## src/core/irqgt_pkg.sv

```systemverilog
// Package of constants and types for the interrupt gating block
package irqgt_pkg;

  // Register byte offsets on APB
  localparam logic [11:0] IRQGT_CTRL_OFF   = 12'h000;
  localparam logic [11:0] IRQGT_EN1_OFF    = 12'h004;
  localparam logic [11:0] IRQGT_EN2_OFF    = 12'h008;
  localparam logic [11:0] IRQGT_PCEN_OFF   = 12'h00c;
  localparam logic [11:0] IRQGT_CFG_OFF    = 12'h010;
  localparam logic [11:0] IRQGT_FLG1_OFF   = 12'h014;
  localparam logic [11:0] IRQGT_FLG2_OFF   = 12'h018;

  // Core control field positions
  localparam int IRQGT_GIE_BIT  = 7;
  localparam int IRQGT_PEN_BIT  = 6;
  localparam int IRQGT_T0E_BIT  = 5;
  localparam int IRQGT_EXE_BIT  = 4;
  localparam int IRQGT_PCE_BIT  = 3;
  localparam int IRQGT_T0F_BIT  = 2;
  localparam int IRQGT_EXF_BIT  = 1;
  localparam int IRQGT_PCF_BIT  = 0;

  // Implemented bit masks of the peripheral registers
  localparam logic [7:0] IRQGT_EN1_MASK = 8'h7f;
  localparam logic [7:0] IRQGT_EN2_MASK = 8'hfd;

  // Reset values
  localparam logic [7:0] IRQGT_CTRL_RST = 8'h00;
  localparam logic [7:0] IRQGT_EN_RST   = 8'h00;
  localparam logic       IRQGT_EDGE_RST = 1'b1;

  // Event inputs from the surrounding sources
  typedef struct packed {
    logic       timer_zero_ovf;
    logic       ext_pin;
    logic [7:0] port_b_pins;
    logic [7:0] periph_one;
    logic [7:0] periph_two;
  } irqgt_events_s;

endpackage

```

## src/core/irqgt_top.sv

```systemverilog
// Interrupt enable and core flag gating block with APB register access
//
// Overview of operation
// - Global enable bit 7 gates every request to the core.
// - Peripheral group enable bit 6 gates all peripheral sources.
// - Enabled peripheral sources request only while group enable is set.
// - Timer zero overflow passes only when bit 5 is set.
// - External pin request passes only when bit 4 is set.
// - Pin change needs bit 3 plus the per-pin change enable.
// - Timer zero overflow flag bit 2 sets on rollover; software clears.
// - External pin flag bit 1 sets on event; only writing 0 clears.
// - Pin change flag bit 0 sets on any change of a pin whose per-pin enable is set; software clears.
// - Unimplemented enable bits read as zero.
// - Enable one bit 6 gates conversion done.
// - Enable one bit 5 gates serial receive.
// - Enable one bit 4 gates serial transmit.
// - Enable one bit 3 gates synchronous serial port.
// - Enable one bit 2 gates first capture compare unit.
// - Enable one bit 1 gates timer two period match.
// - Enable one bit 0 gates timer one overflow.
// - Enable two bit 7 gates oscillator fail.
// - Enable two bits 6 and 5 gate comparators two and one.
// - Enable two bits 4 and 3 gate EEPROM write and bus collision.
// - Enable two bit 2 gates low power wake, bit 0 second capture.
// - Flags set regardless of any enable except the per-pin change enables; clear before enabling.
// - External edge select 1 picks rising, 0 picks falling.
// - Peripheral flags sit bit aligned with enables and are ANDed.
`timescale 1ns/10ps
module irqgt_top
  import irqgt_pkg::*;
(
  // Clock, reset, enable
  input  wire logic          pclk,
  input  wire logic          presetn,
  input  wire logic          clk_en,
  // APB slave
  input  wire logic          psel,
  input  wire logic          penable,
  input  wire logic          pwrite,
  input  wire logic [11:0]   paddr,
  input  wire logic [31:0]   pwdata,
  output logic               pready,
  output logic [31:0]        prdata,
  output logic               pslverr,
  // Event sources
  input  wire irqgt_events_s events,
  // Request to the core
  output logic               core_irq_req
);

  ////////////////////////////////////////////////////////////////////////////
  // Declarations

  logic [7:0]    core_irq_control_r;
  logic [7:0]    periph_irq_enable_one_r;
  logic [7:0]    periph_irq_enable_two_r;
  logic [7:0]    per_pin_change_enable_r;
  logic [7:0]    periph_irq_flags_one_r;
  logic [7:0]    periph_irq_flags_two_r;
  logic          ext_edge_select_r;
  irqgt_events_s sync1_r;
  irqgt_events_s sync2_r;
  logic          t0_prev_r;
  logic          ext_prev_r;
  logic [7:0]    pb_prev_r;
  logic          apb_wr;
  logic          t0_evt;
  logic          ext_evt;
  logic          pc_evt;
  logic [7:0]    wdat;
  logic          ctrl_wr;
  logic          periph_req;
  logic          core_req;
  logic [31:0]   rdata_nxt;
  logic          addr_ok;
  logic          setup_phase;
  logic          core_pair_req;
  logic          sel_ctrl;
  logic          sel_en1;
  logic          sel_en2;
  logic          sel_pcen;
  logic          sel_cfg;
  logic          sel_flg1;
  logic          sel_flg2;
  logic [7:0]    pend_one;
  logic [7:0]    pend_two;

  // Write-zero-to-clear flag update: set beats a software clear
  function automatic logic flag_next(input logic cur, input logic wr,
                                     input logic wbit, input logic evt);
    flag_next = evt | (wr ? (cur & wbit) : cur);
  endfunction

  ////////////////////////////////////////////////////////////////////////////
  // Input synchroniser: events come from other logic or pins

  // First stage may go metastable; only the second stage reads it
  always_ff @(posedge pclk or negedge presetn) begin
    if (!presetn) begin
      sync1_r <= '0;
    end else if (clk_en) begin
      sync1_r <= events;
    end
  end

  // Second stage is the only copy that the logic below may read
  always_ff @(posedge pclk or negedge presetn) begin
    if (!presetn) begin
      sync2_r <= '0;
    end else if (clk_en) begin
      sync2_r <= sync1_r;
    end
  end

  // Previous level of the rollover line
  always_ff @(posedge pclk or negedge presetn) begin
    if (!presetn) begin
      t0_prev_r <= 1'b0;
    end else if (clk_en) begin
      t0_prev_r <= sync2_r.timer_zero_ovf;
    end
  end

  // Previous level of the external pin
  always_ff @(posedge pclk or negedge presetn) begin
    if (!presetn) begin
      ext_prev_r <= 1'b0;
    end else if (clk_en) begin
      ext_prev_r <= sync2_r.ext_pin;
    end
  end

  // Previous levels of the port pins
  always_ff @(posedge pclk or negedge presetn) begin
    if (!presetn) begin
      pb_prev_r <= 8'h00;
    end else if (clk_en) begin
      pb_prev_r <= sync2_r.port_b_pins;
    end
  end

  // Previous-level flops reset like the synchroniser, so no edge is
  // seen at release while the inputs idle low
  // Event detection; overflow is a rising edge of the rollover line
  assign t0_evt  = sync2_r.timer_zero_ovf & ~t0_prev_r;
  assign ext_evt = ext_edge_select_r ? (sync2_r.ext_pin & ~ext_prev_r)
                                     : (~sync2_r.ext_pin & ext_prev_r);
  assign pc_evt  = |((sync2_r.port_b_pins ^ pb_prev_r) & per_pin_change_enable_r);

  ////////////////////////////////////////////////////////////////////////////
  // APB decode

  // Phase qualifiers; writes land in the access cycle, the pready cycle
  assign setup_phase = psel & ~penable;
  assign apb_wr      = psel & penable & pwrite & clk_en;
  assign wdat        = pwdata[7:0];

  // Register map, one byte each in the low lane of a word:
  //   core control, first and second peripheral enable,
  //   per-pin change enable, configuration (edge select in bit 0),
  //   first and second peripheral flags, in that order from offset 0
  // Upper data lines read as zero and are ignored on writes
  assign sel_ctrl = (paddr == IRQGT_CTRL_OFF);
  assign sel_en1  = (paddr == IRQGT_EN1_OFF);
  assign sel_en2  = (paddr == IRQGT_EN2_OFF);
  assign sel_pcen = (paddr == IRQGT_PCEN_OFF);
  assign sel_cfg  = (paddr == IRQGT_CFG_OFF);
  assign sel_flg1 = (paddr == IRQGT_FLG1_OFF);
  assign sel_flg2 = (paddr == IRQGT_FLG2_OFF);

  // Anything else answers with an error and changes nothing
  assign ctrl_wr = apb_wr & sel_ctrl;
  assign addr_ok = sel_ctrl | sel_en1 | sel_en2 | sel_pcen | sel_cfg | sel_flg1 | sel_flg2;

  ////////////////////////////////////////////////////////////////////////////
  // Core control register: enables plus three sticky flags
  // Bits 7..3 are plain read/write; a write never sets a flag by itself

  always_ff @(posedge pclk or negedge presetn) begin
    if (!presetn) begin
      core_irq_control_r <= IRQGT_CTRL_RST;
    end else if (clk_en) begin
      if (ctrl_wr) begin
        core_irq_control_r[7:3] <= wdat[7:3];
      end
      // Flags set whatever bits 7..3 hold; the pin change flag still needs a per-pin enable
      core_irq_control_r[IRQGT_T0F_BIT] <= flag_next(core_irq_control_r[IRQGT_T0F_BIT],
        ctrl_wr, wdat[IRQGT_T0F_BIT], t0_evt);
      core_irq_control_r[IRQGT_EXF_BIT] <= flag_next(core_irq_control_r[IRQGT_EXF_BIT],
        ctrl_wr, wdat[IRQGT_EXF_BIT], ext_evt);
      // Pin change flag powers up cleared here; its documented value is unknown
      core_irq_control_r[IRQGT_PCF_BIT] <= flag_next(core_irq_control_r[IRQGT_PCF_BIT],
        ctrl_wr, wdat[IRQGT_PCF_BIT], pc_evt);
    end
  end

  ////////////////////////////////////////////////////////////////////////////
  // Peripheral enables, per-pin enables and edge select

  // First peripheral enable; bit 7 is not implemented and stays 0
  always_ff @(posedge pclk or negedge presetn) begin
    if (!presetn) begin
      periph_irq_enable_one_r <= IRQGT_EN_RST;
    end else if (apb_wr & sel_en1) begin
      periph_irq_enable_one_r <= wdat & IRQGT_EN1_MASK;
    end
  end

  // Second peripheral enable; bit 1 is not implemented and stays 0
  always_ff @(posedge pclk or negedge presetn) begin
    if (!presetn) begin
      periph_irq_enable_two_r <= IRQGT_EN_RST;
    end else if (apb_wr & sel_en2) begin
      periph_irq_enable_two_r <= wdat & IRQGT_EN2_MASK;
    end
  end

  // Per-pin change enables; a pin left at 0 never sets the change flag
  always_ff @(posedge pclk or negedge presetn) begin
    if (!presetn) begin
      per_pin_change_enable_r <= IRQGT_EN_RST;
    end else if (apb_wr & sel_pcen) begin
      per_pin_change_enable_r <= wdat;
    end
  end

  // Edge select; changing it while the pin moves may drop one event
  always_ff @(posedge pclk or negedge presetn) begin
    if (!presetn) begin
      ext_edge_select_r <= IRQGT_EDGE_RST;
    end else if (apb_wr & sel_cfg) begin
      ext_edge_select_r <= wdat[0];
    end
  end

  ////////////////////////////////////////////////////////////////////////////
  // Peripheral flags, bit aligned with the enables

  // First flag set: pulses latch; a written 0 clears, a same-cycle set wins
  always_ff @(posedge pclk or negedge presetn) begin
    if (!presetn) begin
      periph_irq_flags_one_r <= 8'h00;
    end else if (clk_en) begin
      for (int i = 0; i < 8; i++) begin
        periph_irq_flags_one_r[i] <= IRQGT_EN1_MASK[i] & flag_next(periph_irq_flags_one_r[i],
          apb_wr & sel_flg1, wdat[i], sync2_r.periph_one[i]);
      end
    end
  end

  // Second flag set, same clear rule; the hole at bit 1 stays 0
  always_ff @(posedge pclk or negedge presetn) begin
    if (!presetn) begin
      periph_irq_flags_two_r <= 8'h00;
    end else if (clk_en) begin
      for (int i = 0; i < 8; i++) begin
        periph_irq_flags_two_r[i] <= IRQGT_EN2_MASK[i] & flag_next(periph_irq_flags_two_r[i],
          apb_wr & sel_flg2, wdat[i], sync2_r.periph_two[i]);
      end
    end
  end

  ////////////////////////////////////////////////////////////////////////////
  // Request combination

  // Each enable bit ANDs its own flag: bits 6..0 of one, 7..2 and 0 of two
  assign pend_one = periph_irq_enable_one_r &
                    periph_irq_flags_one_r;
  assign pend_two = periph_irq_enable_two_r &
                    periph_irq_flags_two_r;

  // Group enable gates the whole peripheral side in one place
  assign periph_req = core_irq_control_r[IRQGT_PEN_BIT] &
                      ((|pend_one) | (|pend_two));

  // Three core enable/flag pairs, each needing its own enable
  assign core_pair_req =
    (core_irq_control_r[IRQGT_T0E_BIT] & core_irq_control_r[IRQGT_T0F_BIT]) |
    (core_irq_control_r[IRQGT_EXE_BIT] & core_irq_control_r[IRQGT_EXF_BIT]) |
    (core_irq_control_r[IRQGT_PCE_BIT] & core_irq_control_r[IRQGT_PCF_BIT]);

  // Global enable is the last gate, so clearing it silences every source
  assign core_req = core_irq_control_r[IRQGT_GIE_BIT] &
                    (core_pair_req | periph_req);

  // Registered so the core sees a clean level
  always_ff @(posedge pclk or negedge presetn) begin
    if (!presetn) begin
      core_irq_req <= 1'b0;
    end else if (clk_en) begin
      core_irq_req <= core_req;
    end
  end

  ////////////////////////////////////////////////////////////////////////////
  // Read mux
  // Unmapped reads fall to zero; the error flag tells software why

  always_comb begin
    rdata_nxt = 32'h0000_0000;
    unique case (paddr)
      IRQGT_CTRL_OFF: rdata_nxt[7:0] = core_irq_control_r;
      IRQGT_EN1_OFF:  rdata_nxt[7:0] = periph_irq_enable_one_r;
      IRQGT_EN2_OFF:  rdata_nxt[7:0] = periph_irq_enable_two_r;
      IRQGT_PCEN_OFF: rdata_nxt[7:0] = per_pin_change_enable_r;
      IRQGT_CFG_OFF:  rdata_nxt[0]   = ext_edge_select_r;
      IRQGT_FLG1_OFF: rdata_nxt[7:0] = periph_irq_flags_one_r;
      IRQGT_FLG2_OFF: rdata_nxt[7:0] = periph_irq_flags_two_r;
      default:        rdata_nxt = 32'h0000_0000;
    endcase
  end

  ////////////////////////////////////////////////////////////////////////////
  // APB answer: no wait state; pready comes from a flop set by the setup cycle

  // Ready answers every setup cycle seen with clk_en high one edge later
  always_ff @(posedge pclk or negedge presetn) begin
    if (!presetn) begin
      pready <= 1'b0;
    end else if (clk_en) begin
      pready <= setup_phase;
    end
  end

  // Error goes with pready for an address outside the map
  always_ff @(posedge pclk or negedge presetn) begin
    if (!presetn) begin
      pslverr <= 1'b0;
    end else if (clk_en) begin
      pslverr <= setup_phase & ~addr_ok;
    end
  end

  // Read data stands only in the pready cycle; zero otherwise keeps the bus quiet
  always_ff @(posedge pclk or negedge presetn) begin
    if (!presetn) begin
      prdata <= 32'h0000_0000;
    end else if (clk_en) begin
      prdata <= (setup_phase & ~pwrite) ? rdata_nxt : 32'h0000_0000;
    end
  end

endmodule // irqgt_top

```

## config.mk

```make
export PLATFORM = sky130hd
export DESIGN_NAME = irqgt_top
export DESIGN_NICKNAME = d
export VERILOG_FILES = /design/src/core/irqgt_pkg.sv /design/src/core/irqgt_top.sv
export SDC_FILE = /design/constraint.sdc
export NUM_CORES = 1
export LEC_CHECK = 0
export ABC_CLOCK_PERIOD_IN_PS = 1600
export BUFFER_PORTS_ARGS = -buffer_cell sky130_fd_sc_hd__buf_2
export CORE_ASPECT_RATIO = 0.8
export CORE_UTILIZATION = 30
export CTS_CLUSTER_DIAMETER = 40
export DETAILED_ROUTE_END_ITERATION = 10
export SLEW_MARGIN = 10
export SYNTH_ARGS = -nofsm -noshare
export SYNTH_HDL_FRONTEND = slang
export SYNTH_SLANG_ARGS = --single-unit
export TNS_END_PERCENT = 20
```

## constraint.sdc

```tcl
create_clock -name pclk -period 1.6 [get_ports pclk]
set_input_delay 0 -clock pclk [delete_from_list [all_inputs] [get_ports pclk]]
set_output_delay 0 -clock pclk [all_outputs]
set_load 0.02 [all_outputs]
```

### Word-level counts from Yosys, hierarchy flattened

Index checks and enable logic that the tools add are counted.

| cells by class | value |
|---|---|
| reductions and logical operators | 5 |
| bitwise logic cells | 75 |
| equal/unequal tests | 6 |
| mux-type cells | 21 |

Operators with widths:

| cell | count |
|---|---|
| $pmux W7 S6 | 1 |
| $and A1 B1 Y1 | 38 |
| $eq A12 B5 Y1 const B | 3 |
| $or A1 B1 Y1 | 27 |
| $eq A12 B4 Y1 const B | 2 |
| $reduce_or A8 Y1 | 3 |
| $mux W1 | 18 |
| $and A8 B8 Y8 | 2 |
| $eq A12 B3 Y1 const B | 1 |
| $logic_not A12 Y1 | 1 |
| $mux W8 | 1 |
| $xor A8 B8 Y8 | 1 |
| $and A7 B7 Y7 | 1 |
| $pmux W1 S7 | 1 |
| $not A1 Y1 | 6 |
| $reduce_and A2 Y1 | 1 |

| word-level totals | value |
|---|---|
| input bits | 76 |
| register bits after elaboration | 140 |
| output and inout bits | 35 |

### Longest topological paths before layout

| depth | value |
|---|---|
| word-level depth | 9 |
| mapped depth | 6 |

### Worst setup path before layout

No wires, ideal clock.

| timing | value |
|---|---|
| path kind | input-to-reg |
| start | input port paddr[4] |
| end | register core_irq_control_r[3] |
| data arrival time | 1.355 ns |
| cell stages on the path | 6 |
| data required time | 1.475 ns |
| setup slack | 0.119 ns |
| cells stage by stage | clkbuf_1 -> nor3_2 -> nand4_4 -> or3_1 -> buf_6 -> mux2_4 |

| between the ends | value |
|---|---|
| cells in the longest elaborated chain, start to end | 3 |

RTL lines:

| item | RTL line | text |
|---|---|---|
| start, declared | irqgt_top.sv:40 | `input wire logic [11:0] paddr,` |
| $logic_not A12 Y1 | irqgt_top.sv:163 | `assign sel_ctrl = (paddr == IRQGT_CTRL_OFF);` |
| $and A1 B1 Y1 | irqgt_top.sv:172 | `assign ctrl_wr = apb_wr & sel_ctrl;` |
| $reduce_and A2 Y1 (no source line) | - |  |
| end signal, assigned | irqgt_top.sv:184 | `core_irq_control_r[7:3] <= wdat[7:3];` |
| end signal, assigned by index | irqgt_top.sv:187 | `core_irq_control_r[IRQGT_T0F_BIT] <= flag_next(core_irq_control_r[IRQGT_T0F_BIT],` |
| end signal, assigned by index | irqgt_top.sv:189 | `core_irq_control_r[IRQGT_EXF_BIT] <= flag_next(core_irq_control_r[IRQGT_EXF_BIT],` |
| end, declared | irqgt_top.sv:54 | `logic [7:0] core_irq_control_r;` |

No other way between the ends.
A chain may end at the register's enable or synchronous reset.

### Worst setup path in the final report

| timing | value |
|---|---|
| start | register periph_irq_enable_one_r[6] |
| end | register core_irq_req |

| between the ends | value |
|---|---|
| cells in the longest elaborated chain, start to end | 6 |

RTL lines:

| item | RTL line | text |
|---|---|---|
| start, declared | irqgt_top.sv:55 | `logic [7:0] periph_irq_enable_one_r;` |
| start signal, assigned | irqgt_top.sv:205 | `periph_irq_enable_one_r <= wdat & IRQGT_EN1_MASK;` |
| $and A7 B7 Y7 | irqgt_top.sv:267 | `assign pend_one = periph_irq_enable_one_r &` |
| $reduce_or A8 Y1 | irqgt_top.sv:274 | `((\|pend_one) \| (\|pend_two));` |
| $or A1 B1 Y1 | irqgt_top.sv:274 |  |
| $and A1 B1 Y1 | irqgt_top.sv:273 | `assign periph_req = core_irq_control_r[IRQGT_PEN_BIT] &` |
| $or A1 B1 Y1 | irqgt_top.sv:284 | `(core_pair_req \| periph_req);` |
| $and A1 B1 Y1 | irqgt_top.sv:283 | `assign core_req = core_irq_control_r[IRQGT_GIE_BIT] &` |
| end signal, assigned | irqgt_top.sv:291 | `core_irq_req <= core_req;` |
| end, declared | irqgt_top.sv:48 | `output logic core_irq_req` |

No other way between the ends.

==> report_table.html <==
<table>
<tr><th>Metric</th><th>Value</th></tr>
<tr><th colspan="2">Clock tree</th></tr>
<tr><td>Cell at the root of the clock tree</td><td>clkbuf_16</td></tr>
<tr><td>Total of cells resized after clock tree synthesis</td><td>0</td></tr>
<tr><td>Clock slew at the register clock pins of the worst setup and hold paths</td><td>approximately 0.060 ns</td></tr>
<tr><td>CTS Buf Count</td><td>17</td></tr>
<tr><td>CTS tree</td><td>built</td></tr>
<tr><td>Clock latency at the later pin of the worst-skew pair</td><td>0.41 ns</td></tr>
<tr><td>H-tree Lvls</td><td>4</td></tr>
<tr><td>Post CTS Setup Buffer Count</td><td>0</td></tr>
<tr><td>CTS max path bufs</td><td>2</td></tr>
<tr><td>Total number of clock tree sinks</td><td>about 110</td></tr>
<tr><th colspan="2">Die</th></tr>
<tr><td>Placement row count</td><td>43</td></tr>
<tr><td>Die ar.</td><td>between 15000 and 20000 µm²</td></tr>
<tr><td>Effective utilization at floorplan</td><td>0.306</td></tr>
<tr><td>Number of I/O pins</td><td>around 110</td></tr>
<tr><td>Standard cell core area</td><td>roughly 17000 µm²</td></tr>
<tr><td>Horizontal die dimension</td><td>around 150 µm</td></tr>
<tr><td>Chip height</td><td>121 µm</td></tr>
<tr><th colspan="2">Global route</th></tr>
<tr><td>Initial antenna violation count</td><td>0</td></tr>
<tr><td>Via count of the first global-routing pass</td><td>approximately 3600</td></tr>
<tr><td>Global-route congestion overflow total</td><td>0</td></tr>
<tr><td>Total global routing track utilization</td><td>0.154</td></tr>
<tr><td>Largest net degree at the start of global routing</td><td>60</td></tr>
<tr><td>First-pass GRT wire length</td><td>just over 20 mm</td></tr>
<tr><th colspan="2">Detailed routing</th></tr>
<tr><td>Average via count per standard cell</td><td>4.80</td></tr>
<tr><td>DRC violation count after routing</td><td>0</td></tr>
<tr><td>Antenna viol nets, final</td><td>0</td></tr>
<tr><td>DR pass1 iterations</td><td>7</td></tr>
<tr><td>Final WL</td><td>about 13 mm</td></tr>
<tr><td>Via Count</td><td>between 3000 and 4000</td></tr>
<tr><td>Number of DRC violations after detailed-routing iteration 0</td><td>around 200</td></tr>
<tr><td>Wirelength per Cell</td><td>16.8 µm</td></tr>
<tr><th colspan="2">Setup path</th></tr>
<tr><td>WS Path Type</td><td>flop to flop</td></tr>
<tr><td>CP max FO</td><td>3</td></tr>
<tr><td>CP required</td><td>around 1.8 ns</td></tr>
<tr><td>Critical path arrival</td><td>around 1.8 ns</td></tr>
<tr><td>Category of the worst setup path capture point</td><td>flop</td></tr>
<tr><td>Startpoint class of the critical path</td><td>flop</td></tr>
<tr><th colspan="2">Placement</th></tr>
<tr><td>Placed cell area</td><td>slightly below 6000 µm²</td></tr>
<tr><td>Post-DP HPWL</td><td>between 9 and 10 mm</td></tr>
<tr><td>Gpl congestion</td><td>about 0.87</td></tr>
<tr><td>Port buffer count</td><td>60</td></tr>
<tr><th colspan="2">Synth</th></tr>
<tr><td>Most common cell in the netlist</td><td>dfrtp_1</td></tr>
<tr><td>Mean instance size in the synthesized netlist</td><td>12.6 µm²</td></tr>
<tr><td>Synth top area cells</td><td>dfrtp_1, mux2_2, buf_4</td></tr>
<tr><td>Number of enable-type register cells in the synthesized netlist</td><td>0</td></tr>
<tr><td>Cells after Synth</td><td>420</td></tr>
<tr><td>Total of flip-flops plus latches after synthesis</td><td>about 110</td></tr>
<tr><td>Most common library cells after synthesis</td><td>dfrtp_1, mux2_2, nand2_1, buf_4, o21ai_0</td></tr>
<tr><td>Most common flop cell mapped by yosys</td><td>dfrtp_1</td></tr>
<tr><td>Post-synthesis async set-or-reset flop share</td><td>1.00</td></tr>
<tr><td>Top cell type's share of synthesized area</td><td>0.535</td></tr>
<tr><td>Count of cell types in the netlist</td><td>53</td></tr>
<tr><td>Sequential cell area fraction in the yosys report</td><td>0.540</td></tr>
<tr><td>Post-Synthesis Cell Area</td><td>5280 µm²</td></tr>
<tr><td>Dominant cell type by area after synthesis</td><td>dfrtp_1</td></tr>
<tr><td>Yosys warns</td><td>0</td></tr>
<tr><th colspan="2">Timing</th></tr>
<tr><td>Number of hold violations in the final report</td><td>0</td></tr>
<tr><td>Crit share post-route</td><td>0.945</td></tr>
<tr><td>Clock tree skew after final layout</td><td>0.0105 ns</td></tr>
<tr><td>WHS</td><td>approximately 0.042 ns</td></tr>
<tr><td>Maximum frequency from static timing analysis</td><td>662 MHz</td></tr>
<tr><td>Shortest clock period the worst path allows after layout</td><td>~1.5 ns</td></tr>
<tr><td>Total count of max-transition violations in the final report</td><td>0</td></tr>
<tr><td>Worst slew margin relative to its limit</td><td>0.531</td></tr>
<tr><td>Transition time at the pin with the least slew margin</td><td>approximately 0.70 ns</td></tr>
<tr><td>Unrepaired setup endpoints after global routing</td><td>no</td></tr>
<tr><td>Total of endpoints with negative setup slack in the final report</td><td>0</td></tr>
<tr><th colspan="2">Power and ir drop</th></tr>
<tr><td>Fraction of power consumed by the clock network</td><td>0.478</td></tr>
<tr><td>Maximum vdd drop</td><td>a little under 0.7 mV</td></tr>
<tr><td>PwrDens</td><td>between 1000 and 1500 nW/µm²</td></tr>
<tr><td>Internal power component</td><td>5.66 mW</td></tr>
<tr><td>Logic pwr share</td><td>0.097</td></tr>
<tr><td>Switching power</td><td>approximately 1.9 mW</td></tr>
<tr><td>Part of the power in registers</td><td>0.425</td></tr>
<tr><td>Leakage power</td><td>3.03 nW</td></tr>
<tr><td>Switching share of power</td><td>0.252</td></tr>
<tr><th colspan="2">Finish</th></tr>
<tr><td>Diode count</td><td>0</td></tr>
<tr><td>Final std cell area, no fill</td><td>between 6000 and 7000 µm²</td></tr>
<tr><td>Ratio of cells with drive above 1 in the final layout</td><td>0.397</td></tr>
<tr><td>Number of fillers in the final layout</td><td>roughly 1700</td></tr>
<tr><td>Area Growth Syn to Fin</td><td>30.1%</td></tr>
<tr><td>Net count of the finished layout</td><td>619</td></tr>
<tr><th colspan="2">Run status</th></tr>
<tr><td>Status</td><td>completed</td></tr>
<tr><th colspan="2">Run</th></tr>
<tr><td>Max-Cap Viols</td><td>0</td></tr>
<tr><th colspan="2">Hold path</th></tr>
<tr><td>Classification of the worst-slack hold path</td><td>input port to asynchronous set/reset pin</td></tr>
</table>
power groups by stage:
stage               Sequential (mW)  Combinational, mW  Clock [mW]
floorplan                      3.24              0.465           0
global placement               3.26              0.665           0
CTS                            3.22              0.746        3.70
finish                         3.22              0.735        3.62
global route                   3.25              0.815        3.85
detailed placement             3.27              0.677           0
final timing paths:
path	endpoint	slack [ns]	start	depth (start not counted)
min in group pclk	prdata[2]$_DFFE_PN0P_	0.07	paddr[0]	3
max reg2reg	core_irq_req$_DFFE_PN0P_	0.09	periph_irq_enable_one_r[6]$_DFFE_PN0P_	4
min	periph_irq_flags_two_r[3]$_DFFE_PN0P_	0.04	presetn	2
max	core_irq_req$_DFFE_PN0P_	0.09	periph_irq_enable_one_r[6]$_DFFE_PN0P_	4
min reg2reg	periph_irq_flags_two_r[4]$_DFFE_PN0P_	0.46	sync2_r[4]$_DFFE_PN0P_	2
max in group asynchronous	ext_edge_select_r$_DFFE_PN1P_	0.95	presetn	3
worst max-delay path, cell delays in order, from the launching register on:
cell	delay, ns
dfrtp_1	0.42
a22oi_1	0.33
nand3_1	0.17
o31ai_1	0.27
a41oi_1	0.15
sequential cells by signal, indices dropped and copies added (netlist names), 7 cells and up:
register                 count
core_irq_control_r           8
pb_prev_r                    8
per_pin_change_enable_r      8
periph_irq_enable_one_r      7
periph_irq_enable_two_r      7
periph_irq_flags_one_r       7
periph_irq_flags_two_r       7
prdata                       8
sync1_r                     24
sync2_r                     24
logic make-up (layout without fill, tap and decap cells):
family / after synthesis / after routing / synth area share
AOI/OAI and AO/OA: 67 / 67 / 0.0890
muxes: 98 / 98 / 0.213
buffers and inverters: 48 / 161 / 0.0535
and+or+nand+nor: 84 / 84 / 0.0905
xor gates and xnor gates: 8 / 8 / 0.0133
other: 1 / 24 / 0.000710
DFF: 114 / 114 / 0.540
final cells by class:
| class | instances | area, µm² | share of cell area |
|---|---|---|---|
| sequential | 114 | 2850 | 0.415 |
| multi-input combinational | 281 | 2230 | 0.325 |
| timing repair buffer | 123 | 913 | 0.133 |
| clock buffer | 18 | 439 | 0.0639 |
| tap | 225 | 282 | 0.0410 |
| clock inverter | 14 | 129 | 0.0188 |
| inverter | 6 | 22.5 | 0.00328 |
placed cells by master, fill, tap and decap left out, types with 3 or more instances in the layout:
cell type | Yosys | layout
buf_12 | 0 | 4
mux2i_1 | 7 | 7
a22o_1 | 3 | 3
dlygate4sd3_1 | 0 | 35
clkinv_2 | 0 | 3
dfrtp_1 | 113 | 113
o2bb2ai_1 | 4 | 4
o41ai_1 | 4 | 4
a22oi_1 | 16 | 16
inv_1 | 6 | 6
inv_6 | 0 | 6
o21ai_0 | 23 | 23
nor2_1 | 5 | 5
conb_1 | 1 | 24
nor2b_1 | 3 | 3
buf_4 | 24 | 25
nand3b_1 | 4 | 4
a32oi_1 | 4 | 4
buf_2 | 4 | 59
nand2_1 | 41 | 41
nand3_1 | 3 | 3
nand4_1 | 3 | 3
clkinvlp_4 | 0 | 3
xor2_1 | 8 | 8
clkbuf_16 | 0 | 17
mux2_2 | 85 | 85
mux2_4 | 5 | 5
through the flow:
| stage | power [mW] | worst slack [ns] | instances | setup TNS [ns] | utilization |
|---|---|---|---|---|---|
| 2_1_floorplan | 3.70 | 0.119 | 443 | 0 | - |
| 4_1_cts | 7.66 | 0.0888 | 781 | 0 | 0.398 |
| 6_report | 7.57 | 0.0885 | 781 | 0 | 0.398 |
| 5_1_grt | 7.91 | 0.0667 | 781 | 0 | 0.398 |
| 3_5_place_dp | 3.95 | -0.0202 | 714 | -0.0947 | 0.345 |
| 3_3_place_gp | 3.92 | -0.00152 | 714 | -0.00335 | 0.345 |
metal layers:
metal	vias to the layer above	track usage	share of wire
met5	-	0	0
met4	0	0.0473	0.011
met3	14	0.0351	0.045
met2	101	0.216	0.43
met1	1893	0.232	0.52
li1	1739	-	-
repair_timing:
action                                  4_1_cts  5_1_grt
hold buffers                                 35        0
endpoints found under the setup margin        0        0
hold endpoints to repair                    178        0
No activity file was read; power rests on OpenSTA's default activity.
